<file path="src/rtl/ied_pkg.sv">
// Purpose: shared constants and types of the interrupt and exception dispatch unit
// Assumes: 8-bit vector numbers, 256-entry handler table
// Notes:   vector numbers are the fixed assignments of the core's exception sources
package ied_pkg;

  // vector width and fixed vector numbers
  localparam int         VEC_W          = 8;
  localparam logic [7:0] VEC_DEBUG      = 8'h01;
  localparam logic [7:0] VEC_NMI        = 8'h02;
  localparam logic [7:0] VEC_BREAKPOINT = 8'h03;
  localparam logic [7:0] VEC_OVERFLOW   = 8'h04;
  localparam logic [7:0] VEC_ILLEGAL    = 8'h06;
  localparam logic [7:0] VEC_COPROC_NA  = 8'h07;
  localparam logic [7:0] VEC_DOUBLE     = 8'h08;
  localparam logic [7:0] VEC_COPROC_OVR = 8'h09;
  localparam logic [7:0] VEC_BAD_TSS    = 8'h0A;
  localparam logic [7:0] VEC_SEG_ABSENT = 8'h0B;
  localparam logic [7:0] VEC_PROTECT    = 8'h0D;
  localparam logic [7:0] VEC_XLATE      = 8'h0E;

  // first vector number free for the system designer
  localparam logic [7:0] VEC_USER_FIRST = 8'h20;

  // reset values
  localparam logic       IRQ_FLAG_RST   = 1'b0;

  // depth of the saved enable-flag stack (nesting depth)
  localparam int         FLAG_STACK_DEPTH = 8;

  // width of the synchronised pin group: nmi, maskable, ack valid, ack vector
  localparam int         PIN_SYNC_W     = 11;

  // how an event is reported and where its return address points
  typedef enum logic [1:0] {
    CLS_FAULT,
    CLS_TRAP,
    CLS_ABORT,
    CLS_MASKABLE_REQUEST_LINE
  } ied_class_t;

  // which kind of source won the boundary
  typedef enum logic [2:0] {
    K_NONE,
    K_DBG,
    K_NMI,
    K_MASKABLE_REQUEST_LINE,
    K_EXC,
    K_SWI
  } ied_kind_t;

endpackage

</file>
<file path="src/rtl/ied_sync2.sv">
// Purpose: two-flop synchroniser for a group of pin inputs
// Assumes: multi-bit data is held stable around its valid strobe
// Notes:   the first stage feeds only the second stage
`timescale 1ns/10ps
module ied_sync2 #(
  parameter int WIDTH = 1
) (
  // clock and reset
  input  wire logic             mclk,
  input  wire logic             sys_rst,
  // asynchronous pins in, synchronised copy out
  input  wire logic [WIDTH-1:0] async_in,
  output logic      [WIDTH-1:0] sync_out
);

  logic [WIDTH-1:0] meta_q;  // first stage, metastability catcher
  logic [WIDTH-1:0] sync_q;  // second stage, safe to read

  // both stages clear on reset
  always_ff @(posedge mclk) begin
    if (sys_rst) begin
      meta_q <= '0;
      sync_q <= '0;
    end else begin
      meta_q <= async_in;
      sync_q <= meta_q;
    end
  end

  assign sync_out = sync_q;

endmodule

</file>
<file path="src/rtl/ied_flag_stack.sv">
// Purpose: lifo of saved interrupt-enable flags, one entry per nested entry
// Assumes: push and pop are never asked in the same cycle
// Notes:   top of stack comes straight out of a register
`timescale 1ns/10ps
module ied_flag_stack #(
  parameter int DEPTH = 8
) (
  // clock and reset
  input  wire logic mclk,
  input  wire logic sys_rst,
  // stack operations
  input  wire logic push,
  input  wire logic pop,
  input  wire logic push_bit,
  // registered top entry
  output logic      top_bit
);

  logic [DEPTH-1:0] stk_q;  // entry 0 is the top

  // shift in on push, shift out on pop; the oldest entry falls off when full
  always_ff @(posedge mclk) begin
    if (sys_rst) begin
      stk_q <= '0;
    end else if (push) begin
      stk_q <= {stk_q[DEPTH-2:0], push_bit};
    end else if (pop) begin
      stk_q <= {1'b0, stk_q[DEPTH-1:1]};
    end
  end

  assign top_bit = stk_q[0];

endmodule

</file>
<file path="src/rtl/ied_dispatch.sv">
// Purpose: interrupt and exception dispatch; picks one event per instruction
//          boundary, latches vector and class, and runs the handler entry
// Assumes: core stalls while dispatch_busy is high; core-side inputs are on mclk
// Notes:   nmi, maskable line and acknowledge vector come from pins and are synchronised
`timescale 1ns/10ps
module ied_dispatch (
  // clock and reset
  input  wire logic                   mclk,
  input  wire logic                   sys_rst,
  // instruction boundary from the core
  input  wire logic                   insn_boundary,
  // exception sources, valid at the boundary
  input  wire logic                   illegal_op,
  input  wire logic                   coproc_unavail,
  input  wire logic                   double_fault,
  input  wire logic                   coproc_overrun,
  input  wire logic                   xlate_fail,
  input  wire logic                   seg_absent,
  input  wire logic                   protect_viol,
  input  wire logic                   overflow_op,
  input  wire logic                   bad_task_state_segment,
  input  wire logic                   dbg_trap,
  input  wire logic                   dbg_fault,
  // software vector calls
  input  wire logic                   swi_call,
  input  wire logic [7:0]             swi_vector,
  input  wire logic                   swi_breakpoint,
  // flag instructions
  input  wire logic                   handler_return_op,
  input  wire logic                   flag_set_op,
  input  wire logic                   flag_clr_op,
  // pins from the external interrupt controller
  input  wire logic                   maskable_request_line,
  input  wire logic                   nmi_request,
  input  wire logic                   ack_vector_valid,
  input  wire logic [7:0]             ack_vector,
  // acknowledge to the controller
  output logic                        int_ack,
  // dispatch result to the core
  output logic                        dispatch_busy,
  output logic                        dispatch_valid,
  output logic [7:0]                  dispatch_vector,
  output ied_pkg::ied_class_t         dispatch_class,
  output logic                        ret_at_faulting,
  output logic                        dbg_both,
  // status
  output logic                        irq_enable_flag,
  output logic                        nmi_active,
  output logic                        nmi_pending
);

  // dispatch sequencer states
  typedef enum logic [1:0] {
    ST_IDLE,
    ST_ACK,
    ST_ENTER
  } ied_state_t;

  // local views of the package source kinds, since nothing is imported
  typedef ied_pkg::ied_kind_t ied_kind_t;
  localparam ied_kind_t K_NONE = ied_pkg::K_NONE;  // no source
  localparam ied_kind_t K_DBG  = ied_pkg::K_DBG;   // debug event
  localparam ied_kind_t K_NMI  = ied_pkg::K_NMI;   // non-maskable request
  localparam ied_kind_t K_MASKABLE_REQUEST_LINE = ied_pkg::K_MASKABLE_REQUEST_LINE;  // maskable request
  localparam ied_kind_t K_EXC  = ied_pkg::K_EXC;   // internal exception
  localparam ied_kind_t K_SWI  = ied_pkg::K_SWI;   // software vector call

  ied_state_t          state_q;           // sequencer state
  logic [10:0]         pin_s;             // synchronised pin group
  logic                nmi_s;             // synchronised nmi level
  logic                maskable_request_line_s;            // synchronised maskable line
  logic                ackv_s;            // synchronised acknowledge valid
  logic [7:0]          ackvec_s;          // synchronised acknowledge vector
  logic                nmi_dly_q;         // nmi level one cycle late, for edge
  logic                nmi_latch_q;       // nmi seen and not yet serviced
  logic                nmi_active_q;      // nmi handler running
  logic                irq_flag_q;        // maskable enable flag
  logic                stk_top;           // saved flag at top of stack
  logic                take;              // an event is taken this cycle
  logic                nmi_ok;            // nmi may be serviced now
  logic                maskable_request_line_ok;           // maskable request may be serviced now
  ied_kind_t           sel_kind;          // winning source kind
  logic [7:0]          sel_vec;           // winning vector
  ied_pkg::ied_class_t sel_cls;           // winning class
  ied_kind_t           kind_q;            // latched kind
  logic [7:0]          vec_q;             // latched vector
  ied_pkg::ied_class_t cls_q;             // latched class
  logic                both_q;            // latched debug trap-and-fault
  logic                int_ack_q;         // acknowledge held to controller
  logic                busy_q;            // entry sequence in progress
  logic                valid_q;           // one-cycle dispatch strobe
  logic                ret_q;             // return address at faulting insn
  logic                nmi_pend_q;        // registered pending-nmi status

  // pins pass two flops before any logic reads them
  ied_sync2 #(
    .WIDTH (ied_pkg::PIN_SYNC_W)
  ) u_pin_sync (
    .mclk     (mclk),
    .sys_rst  (sys_rst),
    .async_in ({nmi_request, maskable_request_line, ack_vector_valid, ack_vector}),
    .sync_out (pin_s)
  );

  assign nmi_s    = pin_s[10];
  assign maskable_request_line_s   = pin_s[9];
  assign ackv_s   = pin_s[8];
  assign ackvec_s = pin_s[7:0];

  // saved enable flags for nested handlers
  ied_flag_stack #(
    .DEPTH (ied_pkg::FLAG_STACK_DEPTH)
  ) u_flag_stack (
    .mclk     (mclk),
    .sys_rst  (sys_rst),
    .push     (state_q == ST_ENTER),
    .pop      (handler_return_op && state_q == ST_IDLE),
    .push_bit (irq_flag_q),
    .top_bit  (stk_top)
  );

  // external requests only count at an idle boundary
  assign nmi_ok  = nmi_latch_q && !nmi_active_q;
  assign maskable_request_line_ok = maskable_request_line_s && irq_flag_q;
  assign take    = insn_boundary && state_q == ST_IDLE && sel_kind != K_NONE;

  // priority pick: debug first, then nmi, maskable, then one exception
  always_comb begin
    sel_kind = K_NONE;
    sel_vec  = 8'h00;
    sel_cls  = ied_pkg::CLS_FAULT;
    if (dbg_trap || dbg_fault) begin
      sel_kind = K_DBG;
      sel_vec  = ied_pkg::VEC_DEBUG;
      sel_cls  = dbg_trap ? ied_pkg::CLS_TRAP : ied_pkg::CLS_FAULT;
    end else if (nmi_ok) begin
      sel_kind = K_NMI;
      sel_vec  = ied_pkg::VEC_NMI;
      sel_cls  = ied_pkg::CLS_MASKABLE_REQUEST_LINE;
    end else if (maskable_request_line_ok) begin
      sel_kind = K_MASKABLE_REQUEST_LINE;
      sel_cls  = ied_pkg::CLS_MASKABLE_REQUEST_LINE;
    end else if (double_fault) begin
      sel_kind = K_EXC;
      sel_vec  = ied_pkg::VEC_DOUBLE;
      sel_cls  = ied_pkg::CLS_ABORT;
    end else if (seg_absent) begin
      sel_kind = K_EXC;
      sel_vec  = ied_pkg::VEC_SEG_ABSENT;
    end else if (protect_viol) begin
      sel_kind = K_EXC;
      sel_vec  = ied_pkg::VEC_PROTECT;
    end else if (xlate_fail) begin
      sel_kind = K_EXC;
      sel_vec  = ied_pkg::VEC_XLATE;
    end else if (illegal_op) begin
      sel_kind = K_EXC;
      sel_vec  = ied_pkg::VEC_ILLEGAL;
    end else if (coproc_unavail) begin
      sel_kind = K_EXC;
      sel_vec  = ied_pkg::VEC_COPROC_NA;
    end else if (coproc_overrun) begin
      sel_kind = K_EXC;
      sel_vec  = ied_pkg::VEC_COPROC_OVR;
      sel_cls  = ied_pkg::CLS_ABORT;
    end else if (bad_task_state_segment) begin
      sel_kind = K_EXC;
      sel_vec  = ied_pkg::VEC_BAD_TSS;
    end else if (overflow_op) begin
      sel_kind = K_EXC;
      sel_vec  = ied_pkg::VEC_OVERFLOW;
      sel_cls  = ied_pkg::CLS_TRAP;
    end else if (swi_breakpoint) begin
      sel_kind = K_SWI;
      sel_vec  = ied_pkg::VEC_BREAKPOINT;
      sel_cls  = ied_pkg::CLS_TRAP;
    end else if (swi_call) begin
      sel_kind = K_SWI;
      sel_vec  = swi_vector;
      sel_cls  = ied_pkg::CLS_TRAP;
    end
  end

  // sequencer: idle -> (ack) -> enter -> idle
  always_ff @(posedge mclk) begin
    if (sys_rst) begin
      state_q <= ST_IDLE;
    end else begin
      case (state_q)
        ST_IDLE: begin
          if (take) begin
            state_q <= (sel_kind == K_MASKABLE_REQUEST_LINE) ? ST_ACK : ST_ENTER;
          end
        end
        ST_ACK: begin
          if (ackv_s) begin
            state_q <= ST_ENTER;
          end
        end
        ST_ENTER: begin
          state_q <= ST_IDLE;
        end
        default: begin
          state_q <= ST_IDLE;
        end
      endcase
    end
  end

  // latch exactly one winner per boundary; the rest stay for a later attempt
  always_ff @(posedge mclk) begin
    if (sys_rst) begin
      kind_q <= K_NONE;
      vec_q  <= 8'h00;
      cls_q  <= ied_pkg::CLS_FAULT;
      both_q <= 1'b0;
    end else if (take) begin
      kind_q <= sel_kind;
      vec_q  <= sel_vec;
      cls_q  <= sel_cls;
      both_q <= dbg_trap && dbg_fault;
    end else if (state_q == ST_ACK && ackv_s) begin
      vec_q  <= ackvec_s;
    end
  end

  // acknowledge held from a maskable take until the controller answers
  always_ff @(posedge mclk) begin
    if (sys_rst) begin
      int_ack_q <= 1'b0;
    end else if (take && sel_kind == K_MASKABLE_REQUEST_LINE) begin
      int_ack_q <= 1'b1;
    end else if (state_q == ST_ACK && ackv_s) begin
      int_ack_q <= 1'b0;
    end
  end

  // busy from take until the dispatch strobe; strobe lasts one cycle
  always_ff @(posedge mclk) begin
    if (sys_rst) begin
      busy_q  <= 1'b0;
      valid_q <= 1'b0;
      ret_q   <= 1'b0;
    end else begin
      valid_q <= (state_q == ST_ENTER);
      if (take) begin
        busy_q <= 1'b1;
      end else if (state_q == ST_ENTER) begin
        busy_q <= 1'b0;
      end
      if (state_q == ST_ENTER) begin
        ret_q <= (cls_q == ied_pkg::CLS_FAULT);
      end
    end
  end

  // enable flag: entry clears, return restores, core instructions set or clear
  always_ff @(posedge mclk) begin
    if (sys_rst) begin
      irq_flag_q <= ied_pkg::IRQ_FLAG_RST;
    end else if (state_q == ST_ENTER) begin
      irq_flag_q <= 1'b0;
    end else if (handler_return_op && state_q == ST_IDLE) begin
      irq_flag_q <= stk_top;
    end else if (flag_set_op) begin
      irq_flag_q <= 1'b1;
    end else if (flag_clr_op) begin
      irq_flag_q <= 1'b0;
    end
  end

  // nmi edge latch; a new edge wins over the clear at service
  always_ff @(posedge mclk) begin
    if (sys_rst) begin
      nmi_dly_q   <= 1'b0;
      nmi_latch_q <= 1'b0;
    end else begin
      nmi_dly_q <= nmi_s;
      if (nmi_s && !nmi_dly_q) begin
        nmi_latch_q <= 1'b1;
      end else if (take && sel_kind == K_NMI) begin
        nmi_latch_q <= 1'b0;
      end
    end
  end

  // nmi handler running from entry until the next handler return
  always_ff @(posedge mclk) begin
    if (sys_rst) begin
      nmi_active_q <= 1'b0;
    end else if (state_q == ST_ENTER && kind_q == K_NMI) begin
      nmi_active_q <= 1'b1;
    end else if (handler_return_op && state_q == ST_IDLE) begin
      nmi_active_q <= 1'b0;
    end
  end

  // pending status registered so the output comes from a flop; one cycle late
  always_ff @(posedge mclk) begin
    if (sys_rst) begin
      nmi_pend_q <= 1'b0;
    end else begin
      nmi_pend_q <= nmi_latch_q && nmi_active_q;
    end
  end

  // outputs straight from flops
  assign int_ack         = int_ack_q;
  assign dispatch_busy   = busy_q;
  assign dispatch_valid  = valid_q;
  assign dispatch_vector = vec_q;
  assign dispatch_class  = cls_q;
  assign ret_at_faulting = ret_q;
  assign dbg_both        = both_q;
  assign irq_enable_flag = irq_flag_q;
  assign nmi_active      = nmi_active_q;
  assign nmi_pending     = nmi_pend_q;
endmodule

</file>
<file path="config.mk">
export PLATFORM = sky130hd
export DESIGN_NAME = ied_dispatch
export DESIGN_NICKNAME = d
export VERILOG_FILES = /design/src/rtl/ied_pkg.sv /design/src/rtl/ied_sync2.sv /design/src/rtl/ied_flag_stack.sv /design/src/rtl/ied_dispatch.sv
export SDC_FILE = /design/constraint.sdc
export NUM_CORES = 1
export LEC_CHECK = 0
export BUFFER_PORTS_ARGS = -buffer_cell sky130_fd_sc_hd__buf_2
export CAP_MARGIN = 10
export CORE_MARGIN = 8
export CORE_UTILIZATION = 47
export DETAILED_ROUTE_END_ITERATION = 12
export MAX_ROUTING_LAYER = met4
export PLACE_DENSITY = 0.71
export SETUP_SLACK_MARGIN = 0.15
export SLEW_MARGIN = 40
export SYNTH_ARGS = -nofsm -noshare
export SYNTH_HDL_FRONTEND = slang
export SYNTH_SLANG_ARGS = --single-unit
</file>
<file path="constraint.sdc">
create_clock -name mclk -period 1.6 [get_ports mclk]
set_clock_uncertainty 0.2 [all_clocks]
set_input_delay 0.08 -clock mclk [delete_from_list [all_inputs] [get_ports mclk]]
set_output_delay 0.08 -clock mclk [all_outputs]
set_load 0.1 [all_outputs]
</file>
==> results.json <==
{
  "status": "complete, but fails checks",
  "failed_checks": "negative setup slack",
  "globalRoute.busiestLayer": "met2",
  "yosysTopAreaCellShare_pct": 47.5,
  "place_area_mm2": 0.00300,
  "ant_nets": 0,
  "use_met2_pct": 32.9,
  "met3_usage_pct": 4.35,
  "path_cells": "nor2b_4, a21oi_2, buf_6, a31o_4, a2111oi_4, nor3_2",
  "startpoint_type": "flop",
  "clkTransAtPathRegs_ns": 0.10,
  "hp-class": "in -> reg",
  "wirelength_um": 6860,
  "clock_path_buffers": 2,
  "io_buffers": 55,
  "worstPathArrival_ns": 1.69,
  "fp-row-count": 25,
  "tritoncts.num_buffers": 5,
  "htree_num_levels": 2,
  "core_mm2": 0.00475,
  "fin_ws_ns": -0.0874,
  "wl_per_cell_um": 15.5,
  "diodes": 0,
  "cpPeakStageDelay_ns": 0.37,
  "ios": 56,
  "cp_top_family": "compound AO/OA/AOI/OAI gates",
  "setup_violations": 7,
  "mostFrequentLayoutCells": "buf_2, dfxtp_1, buf_4",
  "power_leakage_nw": 1.50,
  "drc": 0,
  "critPathKind": "reg -> reg",
  "finalWeightedCongestion": 0.891,
  "num_vias": 2360,
  "die_h_um": 86.2,
  "end_kind": "flop",
  "gr-total-overflow": 0,
  "irDropWorstVdd_mv": 0.674,
  "max-cap-violations": 0,
  "slew_headroom_pct": 67.2,
  "critical_path.max_fanout": 6,
  "design_area_mm2": 0.00369,
  "hpwl_um": 4460,
  "p_per_area_mw_per_mm2": 813,
  "p_total_mw": 3.00,
  "final_common_cell": "buf_2",
  "first_iter_violations": 222,
  "die_w_um": 86.2,
  "finalHoldViolCount": 0,
  "first_global_vias": 2281,
  "cp_slowest_cell": "a2111oi_4",
  "cts_tree": "yes",
  "tns_ns": -0.205,
  "drv_slew": 0,
  "rsz0062_at_grt": "true",
  "root_buffer": "clkbuf_8",
  "fin_crit_ns": 1.69,
  "antenna_found_initial": 0,
  "track_usage_pct": 18.6,
  "cts.sinks": 55,
  "drive_gt1_share_pct": 45.9,
  "firstDrtPassIters": 4,
  "max_freq_ghz": 0.593,
  "netlist_top_cells_area": "dfxtp_1, nor2b_1, a21oi_1",
  "worst-path-buf-inv": 1,
  "syn_nets": 289,
  "async_reset_ff_share_pct": 0,
  "clk_latency_ns": 0.31,
  "synth_edf_count": 0,
  "grt_max_degree": 55,
  "crit_required_ns": 1.60,
  "netlist-cell-type-count": 45,
  "ys_seq_area_share_pct": 47.5,
  "grt_pass1_wl_um": 10900,
  "die-area_mm2": 0.00743,
  "nNetsFinal": 414,
  "ys.flop_type": "dfxtp_1",
  "vias_per_cell": 5.32,
  "synth_area_leader_cell": "dfxtp_1",
  "fin_crit_sh_pct": 105,
  "ys_warn_count": 0,
  "synthCells": 251,
  "start_util_pct": 48.7,
  "grt_use_met1_pct": 20.5,
  "ys_ff_latch": 55,
  "tightest_slew_ns": 0.496,
  "area_growth_pct": 59.1,
  "netlist_area_mm2": 0.00232,
  "syn_avg_cell_area_um2": 9.23
}
## power breakdown
part | internal, mW | switching, mW | total (mW)
Clock | 0.323 | 0.470 | 0.792
Sequential | 1.44 | 0.0423 | 1.48
Combinational | 0.315 | 0.412 | 0.727
Total | 2.07 | 0.924 | 3.00
## path summary, 6_finish.rpt
check | from | endpoint | slack, ns | depth (start not counted)
setup / recovery | nmi_latch_q$_SDFFE_PP0P_ | dispatch_class[0]$_SDFFE_PP0N_ | -0.09 | 6
hold / removal | sys_rst | int_ack$_SDFFE_PP0P_ | 0.02 | 3
setup reg to reg | nmi_latch_q$_SDFFE_PP0P_ | dispatch_class[0]$_SDFFE_PP0N_ | -0.09 | 6
hold reg to reg | u_pin_sync.meta_q[8]$_SDFF_PP0_ | u_pin_sync.sync_out[8]$_SDFF_PP0_ | 0.25 | 1
## logic make-up (layout without fill, tap and decap cells)
kind of cell,Yosys count,in the layout,share of synthesized area [%]
buffers and inverters,14,140,2.48
multiplexers,5,5,2.32
AND/OR/NAND/NOR,118,118,27.7
AO/OA/AOI/OAI,59,59,20.0
flip-flops,55,55,47.5
## per-stage QoR
| step | hold WS, ns | instances | setup slack, ns | util (%) |
|---|---|---|---|---|
| final | 0.0157 | 444 | -0.0874 | 77.6 |
| after global routing | 0.0283 | 444 | -0.155 | 77.6 |
| after CTS | 0.00825 | 433 | -0.0638 | 73.2 |
| after detailed placement | 0.0941 | 398 | -0.247 | 63.2 |
| after global placement | 0.0873 | 398 | -0.160 | 63.2 |
| after floorplan | 0.00818 | 251 | -0.215 | - |
## repair_timing
action | 4_1_cts | 5_1_grt
resized for setup | 33 | 24
pin swaps | 11 | 18
cloned | 0 | 1
setup buffers | 6 | 10
hold endpoints to repair | 25 | 0
hold buffers | 21 | 0
setup endpoints to repair | 30 | 31
## flip-flops by register name (all words and copies together), names as in the netlist, 2 cells and up
signal	count
dispatch_class	2
dispatch_vector	8
kind_q	3
state_q	2
u_flag_stack.stk_q	8
u_pin_sync.meta_q	11
u_pin_sync.sync_out	11
## Yosys cell counts (all sizes together), types with 2 or more instances
| cell type | number |
|---|---|
| nor2b | 26 |
| a211oi | 2 |
| nor3 | 8 |
| dfxtp | 55 |
| o211ai | 5 |
| a311oi | 8 |
| o21ai | 5 |
| mux2i | 2 |
| nor4 | 4 |
| a31o | 2 |
| nand2b | 3 |
| mux2 | 3 |
| nand4 | 4 |
| nand3 | 18 |
| clkbuf | 11 |
| a31oi | 2 |
| o21ba | 2 |
| nand2 | 24 |
| nor2 | 23 |
| or2 | 2 |
| a2111oi | 3 |
| buf | 2 |
| nand3b | 2 |
| a21oi | 23 |
## worst reg2reg max path: cells and delay by family (launching register included)
| family | cells | cell delay [ns] |
|---|---|---|
| and+or+nand+nor | 2 | 0.23 |
| buffers and inverters | 1 | 0.13 |
| AOI/OAI and AO/OA | 3 | 0.67 |
| DFF | 1 | 0.35 |
## final cells by class
cell class | count | area, µm²
clock buffer | 5 | 68.8
fill | 301 | 1070
multi-input combinational | 182 | 1370
timing repair buffer | 131 | 1020
inverter | 1 | 3.75
tap | 67 | 83.8
clock inverter | 3 | 26.3
sequential | 55 | 1120
## routing by layer
| metal | wire, µm | share of wire, % | vias to the layer above |
|---|---|---|---|
| li1 | - | - | 1159 |
| met1 | 2820 | 41 | 1108 |
| met2 | 3530 | 51 | 82 |
| met3 | 407 | 5.9 | 11 |
| met4 | 106 | 1.5 | 0 |
| met5 | 0 | 0 | - |
(Power assumes the default switching activity.)
